<file path="src/inc/ppd_pkg.sv">
// package for the six-pin port with direction, data and function mux
// assumes a 32-bit classic wishbone master and a single bus clock
package ppd_pkg;
  localparam int PPD_PINS = 6;
  localparam int PPD_NMI_PIN = 1;
  localparam int PPD_IRQ_PIN = 5;
  localparam int PPD_AW = 8;
  // register byte offsets
  localparam logic [7:0] PPD_OFS_DATA = 8'h00;
  localparam logic [7:0] PPD_OFS_LEVEL = 8'h04;
  localparam logic [7:0] PPD_OFS_DIR = 8'h08;
  localparam logic [7:0] PPD_OFS_IRQCTL = 8'h0C;
  localparam logic [7:0] PPD_OFS_POL = 8'h10;
  localparam logic [7:0] PPD_OFS_IE = 8'h14;
  localparam logic [7:0] PPD_OFS_FLAG = 8'h18;
  // irq pin control field
  localparam int PPD_IRQ_PIN_ENABLE_BIT = 0;
  localparam logic [PPD_PINS-1:0] PPD_RST_PINS = 6'h00;
  localparam logic [31:0] PPD_RD_ZERO = 32'h0000_0000;

  typedef struct packed {
    logic cyc;
    logic stb;
    logic we;
    logic [PPD_AW-1:0] adr;
    logic [3:0] sel;
    logic [31:0] dat;
  } ppd_wb_req_t;

  typedef struct packed {
    logic ack;
    logic [31:0] dat;
  } ppd_wb_rsp_t;

  typedef struct packed {
    logic [PPD_PINS-1:0] data;
    logic [PPD_PINS-1:0] dir;
    logic irq_pin_enable;
    logic [PPD_PINS-1:0] pol;
    logic [PPD_PINS-1:0] ie;
    logic [PPD_PINS-1:0] flag;
    logic [PPD_PINS-1:0] sync1;
    logic [PPD_PINS-1:0] sync2;
    logic [PPD_PINS-1:0] prev;
    logic nmi_armed;
    logic ack;
    logic [31:0] rdata;
    logic [PPD_PINS-1:0] pin_out;
    logic [PPD_PINS-1:0] pin_oe;
    logic nmi_level_n;
    logic irq_level_n;
  } ppd_state_t;
endpackage

</file>
<file path="src/ppd_port.sv">
// six-pin port: data, pin level and direction registers with function mux
// assumes asynchronous pins, a classic wishbone master and pwm/cpu inputs
// Operation
// once the cpu nonmaskable mask first clears, pin 1 is held as input for good.
// the nonmaskable input on pin 1 is enabled only by clearing the cpu mask bit.
// an enabled nonmaskable function on pin 1 beats both pwm and gpio.
// an enabled pwm channel beats gpio on its pin.
// with no alternate function and direction output, the data bit drives the pin.
// a data read gives the stored bit when direction is 1, else the synced pin.
// each pin can flag an interrupt edge whether it is input or output.
// the pin level register always reads the synced pins and ignores writes.
// direction 1 means output and 0 means input.
// the enabled maskable interrupt forces pin 5 to input, direction bit untouched.
// an enabled pwm channel forces pins 1 and 0 to output, direction bit untouched.
// the direction register is readable and writable at any time.
// the maskable interrupt on pin 5 is enabled when its control enable bit is 1.
// polarity 1 picks a rising interrupt edge and 0 a falling one.
// every pin input passes two flip-flops before reads or edge detection.
`timescale 1ns/1ps
module ppd_port (
  // clock and reset
  input wire logic clk_i,
  input wire logic rst_i,
  // wishbone slave
  input ppd_pkg::ppd_wb_req_t wb_req_i,
  output ppd_pkg::ppd_wb_rsp_t wb_rsp_o,
  // pins
  input wire logic [ppd_pkg::PPD_PINS-1:0] pin_i,
  output logic [ppd_pkg::PPD_PINS-1:0] pin_o,
  output logic [ppd_pkg::PPD_PINS-1:0] pin_oe_o,
  // alternate functions
  input wire logic cpu_xmask_i,
  input wire logic [ppd_pkg::PPD_PINS-1:0] pwm_en_i,
  input wire logic [ppd_pkg::PPD_PINS-1:0] pwm_val_i,
  output logic nonmaskable_irq_input_n_o,
  output logic irq_pin_level_n_o,
  // pin interrupt
  output logic pin_irq_o
);
  import ppd_pkg::*;

  ppd_state_t r;
  ppd_state_t r_nxt;
  logic [PPD_PINS-1:0] force_in;
  logic [PPD_PINS-1:0] oe_w;
  logic [PPD_PINS-1:0] out_w;
  logic [PPD_PINS-1:0] edge_w;
  logic [PPD_PINS-1:0] wmask;
  logic req;
  logic wr;
  logic [PPD_PINS-1:0] wd;
  logic [PPD_PINS-1:0] data_rd;
  logic dir_wr;

  assign req = wb_req_i.cyc && wb_req_i.stb;
  // write lands at the edge where ack is high
  assign wr = req && wb_req_i.we && r.ack && wb_req_i.sel[0];
  assign wd = wb_req_i.dat[PPD_PINS-1:0];
  assign data_rd = (r.dir & r.data) | (~r.dir & r.sync2);
  assign dir_wr = wr && (wb_req_i.adr == PPD_OFS_DIR);

  // per-pin function priority
  genvar g;
  generate
    for (g = 0; g < PPD_PINS; g++) begin : g_pin
      if (g == PPD_NMI_PIN) begin : g_nmi
        assign force_in[g] = r.nmi_armed;
      end else if (g == PPD_IRQ_PIN) begin : g_irq
        assign force_in[g] = r.irq_pin_enable;
      end else begin : g_plain
        assign force_in[g] = 1'b0;
      end
      // forced input, then pwm, then gpio direction
      assign oe_w[g] = force_in[g] ? 1'b0 : (pwm_en_i[g] ? 1'b1 : r.dir[g]);
      assign out_w[g] = pwm_en_i[g] ? pwm_val_i[g] : r.data[g];
      // active edge on synced level
      assign edge_w[g] = r.pol[g] ? (r.sync2[g] && !r.prev[g])
                                  : (!r.sync2[g] && r.prev[g]);
      assign wmask[g] = wr && (wb_req_i.adr == PPD_OFS_FLAG) && wd[g];
    end
  endgenerate

  always_comb begin
    r_nxt = r;
    // two-stage synchroniser
    r_nxt.sync1 = pin_i;
    r_nxt.sync2 = r.sync1;
    r_nxt.prev = r.sync2;
    // arm on first clear of the cpu mask, never disarm
    r_nxt.nmi_armed = r.nmi_armed || !cpu_xmask_i;
    r_nxt.pin_oe = oe_w;
    r_nxt.pin_out = out_w;
    r_nxt.nmi_level_n = r.nmi_armed ? r.sync2[PPD_NMI_PIN] : 1'b1;
    r_nxt.irq_level_n = r.irq_pin_enable ? r.sync2[PPD_IRQ_PIN] : 1'b1;
    // flags: set beats write-one clear
    r_nxt.flag = (r.flag & ~wmask) | edge_w;
    // bus answer one cycle after request, one cycle wide
    r_nxt.ack = req && !r.ack;
    r_nxt.rdata = PPD_RD_ZERO;
    if (req && !r.ack) begin
      case (wb_req_i.adr)
        PPD_OFS_DATA: r_nxt.rdata[PPD_PINS-1:0] = data_rd;
        PPD_OFS_LEVEL: r_nxt.rdata[PPD_PINS-1:0] = r.sync2;
        PPD_OFS_DIR: r_nxt.rdata[PPD_PINS-1:0] = r.dir;
        PPD_OFS_IRQCTL: r_nxt.rdata[PPD_IRQ_PIN_ENABLE_BIT] = r.irq_pin_enable;
        PPD_OFS_POL: r_nxt.rdata[PPD_PINS-1:0] = r.pol;
        PPD_OFS_IE: r_nxt.rdata[PPD_PINS-1:0] = r.ie;
        PPD_OFS_FLAG: r_nxt.rdata[PPD_PINS-1:0] = r.flag;
        default: r_nxt.rdata = PPD_RD_ZERO;
      endcase
    end
    if (wr) begin
      case (wb_req_i.adr)
        PPD_OFS_DATA: r_nxt.data = wd;
        PPD_OFS_DIR: r_nxt.dir = wd;
        PPD_OFS_IRQCTL: r_nxt.irq_pin_enable = wb_req_i.dat[PPD_IRQ_PIN_ENABLE_BIT];
        PPD_OFS_POL: r_nxt.pol = wd;
        PPD_OFS_IE: r_nxt.ie = wd;
        default: r_nxt.rdata = r_nxt.rdata; // level register ignores writes
      endcase
    end
  end

  always_ff @(posedge clk_i) begin
    if (rst_i) begin
      r <= '0;
      r.nmi_level_n <= 1'b1;
      r.irq_level_n <= 1'b1;
      r.data <= PPD_RST_PINS;
      r.dir <= PPD_RST_PINS;
    end else begin
      r <= r_nxt;
    end
  end

  assign wb_rsp_o.ack = r.ack;
  assign wb_rsp_o.dat = r.rdata;
  assign pin_o = r.pin_out;
  assign pin_oe_o = r.pin_oe;
  assign nonmaskable_irq_input_n_o = r.nmi_level_n;
  assign irq_pin_level_n_o = r.irq_level_n;
  assign pin_irq_o = |(r.flag & r.ie);
endmodule

</file>
<file path="config.mk">
export PLATFORM = sky130hd
export DESIGN_NAME = ppd_port
export DESIGN_NICKNAME = d
export VERILOG_FILES = /design/src/inc/ppd_pkg.sv /design/src/ppd_port.sv
export SDC_FILE = /design/constraint.sdc
export NUM_CORES = 1
export LEC_CHECK = 0
export BUFFER_PORTS_ARGS = -buffer_cell sky130_fd_sc_hd__buf_2
export CORE_ASPECT_RATIO = 1.5
export CORE_MARGIN = 8
export CORE_UTILIZATION = 30
export CTS_CLUSTER_DIAMETER = 100
export DETAILED_ROUTE_END_ITERATION = 16
export PLACE_DENSITY = 0.51
export SLEW_MARGIN = 40
export SYNTH_ARGS = -nofsm -noshare
export SYNTH_HDL_FRONTEND = slang
export SYNTH_SLANG_ARGS = --single-unit
export TNS_END_PERCENT = 20
</file>
<file path="constraint.sdc">
create_clock -name clk_i -period 2.3 [get_ports clk_i]
set_clock_uncertainty 0.2 [all_clocks]
set_input_delay 0 -clock clk_i [delete_from_list [all_inputs] [get_ports clk_i]]
set_output_delay 0 -clock clk_i [all_outputs]
set_load 0.01 [all_outputs]
</file>
After elaboration in Yosys (flattened, before gate mapping)
Index checks and enable logic that the tools add are counted.
- flip-flop bits (word level): 97
- memory bits (read-only): 0
- bits in latches: 0
- output and inout port bits: 48
- memories: 0
- memory bits (writable): 0
- order comparisons: 0
- multiplexer cells: 20
- add/sub/neg operators: 0
- shifts and indexed selects: 0
- reduce and logical (&&, ||, !) cells: 51
- equality and inequality tests: 6
- multipliers: 0
- bitwise logic cells: 11
- divide/modulo/power cells: 0
- operators with widths (kind ; count):
    $pmux W5 S6 ; 1
    $and A6 B6 Y6 ; 4
    $eq A8 B5 Y1 const B ; 3
    $logic_and A1 B1 Y1 ; 24
    $mux W1 ; 18
    $eq A8 B4 Y1 const B ; 2
    $logic_not A1 Y1 ; 14
    $not A6 Y6 ; 2
    $or A6 B6 Y6 ; 2
    $reduce_and A2 Y1 ; 5
    $reduce_or A2 Y1 ; 5
    $eq A8 B3 Y1 const B ; 1
    $logic_not A8 Y1 ; 1
    $pmux W1 S7 ; 1
    $reduce_or A6 Y1 ; 1
    $not A1 Y1 ; 3
    $logic_or A1 B1 Y1 ; 1

Longest topological paths before layout
- depth after elaboration: 9
- mapped depth: 7

Least setup slack after synthesis
No wires, ideal clock.
- path kind: reg2reg
- start point: register r, in the netlist wb_rsp_o[32]
- end point: register r[85] (netlist bit)
- arrival: 1.354 ns
- cell stages (with the launch flop): 6
- clock period less this slack: 1.682 ns
- setup time: 0.128 ns
- path slack: 0.618 ns
- path through: dfxtp_1 -> nand3_1 -> or2_2 -> nor3_4 -> mux2i_1 -> nor2_1
- longest elaborated chain between the ends: 3
- RTL lines (item ; RTL line ; source):
    start: declaration ; ppd_port.sv:42 ; ppd_state_t r;
    start signal: assignment ; ppd_port.sv:132 ; r <= r_nxt;
    $logic_and A1 B1 Y1 (2 in a row) ; ppd_port.sv:57 ; assign wr = req && wb_req_i.we && r.ack && wb_req_i.sel[0];
    $reduce_and A2 Y1 (no line) ; n/a ;
Every way passes these cells.
A chain may end at the register's enable or synchronous reset.

Worst setup path after layout
- start point: input port wb_req_i[41] (netlist bit)
- end point: register r, in the netlist wb_rsp_o[0]
- longest elaborated chain between the ends: 2
- RTL lines (item ; RTL line ; source):
    start: declaration ; ppd_port.sv:25 ; input ppd_pkg::ppd_wb_req_t wb_req_i,
    $eq A8 B5 Y1, or another cell as far along ; ppd_port.sv:101 ; case (wb_req_i.adr)
    $pmux W1 S7 (*) ; ppd_port.sv:101 ;
Every way passes the cells marked *; elsewhere a longest branch is shown, timed or not.

==> out/results.ini <==
[sta]
rsz0062_at_grt=false
post-route-period-util=0.916
hold_slack_ns=0.102
max_freq_mhz=475
finalSetupViolations=0
slew_viol_final=0
period_minus_slack_ns=2.11
finalWorstSetupSlack_ns=0.194
setup_tns_ns=0
hold_viol=0

[worst_setup_path]
critPathKind=input port to flop
crit_arrival_ns=2.12
worstSetupEndpointType=flop
crit_required_ns=2.32
path_max_fanout=7
critPathLaunchType=input port

[die]
coreArea_um2=10500
die_w_um=100
std_cell_rows=46
start_util=0.306
num_io_pins=116
die_area_um2=14300
die_y_um=143

[pwr]
total_power_mw=2.74
p_int_mw=2.13
peakVddDrop_uv=312
power_frac_comb=0.089
clockPowerShare=0.445
switching_share=0.221
p_per_area_nw_per_um2=656
p_leak_nw=1.84
switchingPower_uw=605
pwr-share-seq=0.466

[synth]
postSynth.asyncResetShare=0
synth_edf_count=0
synth_area_per_cell_um2=9.30
ys.flop_type=dfxtp_1
ys_top_cells_by_count=nor2_1 (75), dfxtp_1 (71), buf_4 (45), mux2i_1 (38), nor2b_1 (21)
synth_top_area_frac=0.443
yosysUniqueCellTypes=33
yosys.area.top_type=dfxtp_1
seq_area_frac_synth=0.443
syn_inst=345
syn_area_um2=3210
synth_area_leaders=dfxtp_1 (44%), mux2i_1 (12%), buf_4 (11%)
synth-seq-cells=71
synth_most_common_cell=nor2_1
synth_warnings=0

[cts]
clockRootBuffer=clkbuf_16
numCtsBuffers=9
clock_sink_count=71
cts_htree_levels=3
cts_setup_buffers=0
cts_resized=0
path_clk_slew_ns=0.05
cts_tree=done
clk_path_buf_depth=2
worstSkewPairLatency_ns=0.32
holdBufCountCts=47

[placement]
dp.cells=524
place.gp.congestion=0.816
pre_cts_slack_ns=0.406
io_buffer_count=60
dp_hpwl_um=5660

[layout]
syn2layout_area_growth_pct=30.1
n_antenna_cell=0
layout.nets=506
nFillCells=1061
drive_above_1_share=0.217
fin_cells=586

[global_route]
grt_max_degree=34
antenna_found_initial=0
grt-ovfl-total=0
grt_use_total=0.115
grt_pass1_wl_um=12900
grt_pass1_vias=2642

[route]
postRouteAntennaNets=0
wl_um=7770
detail_route.wl_per_cell_um=13.3
viasPerCell=4.28
vias=2509
drt_iter0_drc=78
drcViolationCount=0
first_pass_iters=4

[flow_run]
cap_violations=0

[status]
status=complete, no violations

[worst_hold_path]
hold_class=input port to flop

[flip-flops by register name, summed over array words and instances, names as in the netlist]
register                   cells
r                             48
wb_rsp_o                       7
pin_oe_o                       6
irq_pin_level_n_o              1
nonmaskable_irq_input_n_o      1
pin_o                          6
force_in                       2
[power groups by stage]
stage / logic [mW] / clock network, mW / registers, mW
CTS: 0.243 / 1.25 / 1.28
floorplan: 0.152 / 0 / 1.30
global route: 0.269 / 1.31 / 1.28
finish: 0.243 / 1.22 / 1.28
global placement: 0.182 / 0 / 1.30
detailed placement: 0.184 / 0 / 1.30
[layout by cell type (no fill, tap or decap), types with 7 or more instances in the layout]
cell type / count
a21oi_1: 11
buf_2: 60
buf_4: 7
clkbuf_16: 9
conb_1: 26
dfxtp_1: 71
dlygate4sd3_1: 47
mux2i_1: 38
nand2_1: 18
nor2_1: 75
nor2b_1: 21
nor3_1: 7
[kinds of logic after synthesis]
| logic type | count (synthesis) | share of synthesized area |
|---|---|---|
| and+or+nand+nor | 144 | 0.231 |
| AOI/OAI and AO/OA | 29 | 0.0760 |
| buffers and inverters | 61 | 0.127 |
| DFF | 71 | 0.443 |
| other | 1 | 0.00117 |
| muxes | 39 | 0.122 |
[metal layers]
| metal | vias up | wire (um) | global-route usage |
|---|---|---|---|
| li1 | 1277 | - | - |
| met1 | 1152 | 3180 | 0.121 |
| met2 | 63 | 3920 | 0.198 |
| met3 | 17 | 398 | 0.0327 |
| met4 | 0 | 263 | 0.0736 |
| met5 | - | 0 | 0 |
[final timing paths]
path,startpoint,end,slack [ns],cells after the start
max,wb_req_i[41],wb_rsp_o[0],0.19,6
max reg2reg,r[96],pin_o[5],0.37,4
min,wb_req_i[39],wb_rsp_o[0],0.10,5
min reg2reg,force_in[1],pin_oe_o[1],0.22,1
[through the flow]
step | area [um2] | util
global placement | 3440 | 0.329
global route | 4170 | 0.398
CTS | 4170 | 0.398
floorplan | 3300 | -
detailed placement | 3440 | 0.329
finish | 4170 | 0.398
[final cells by class]
cell class,instances,area [um2],area share
clock buffers,14,254,0.0609
clock inverters,1,5.00,0.00120
inverters,4,15.0,0.00360
multi-input cells,238,1480,0.353
flip-flops and latches,71,1420,0.341
well taps,144,180,0.0432
repair buffers,114,823,0.197
[critical path, stage by stage]
cell and delay, ns:
dlygate4sd3_1 0.52, buf_2 0.16, nor4_4 0.47, dlygate4sd3_1 0.64, a21oi_1 0.05, nor4_1 0.27
(Power assumes the default switching activity.)
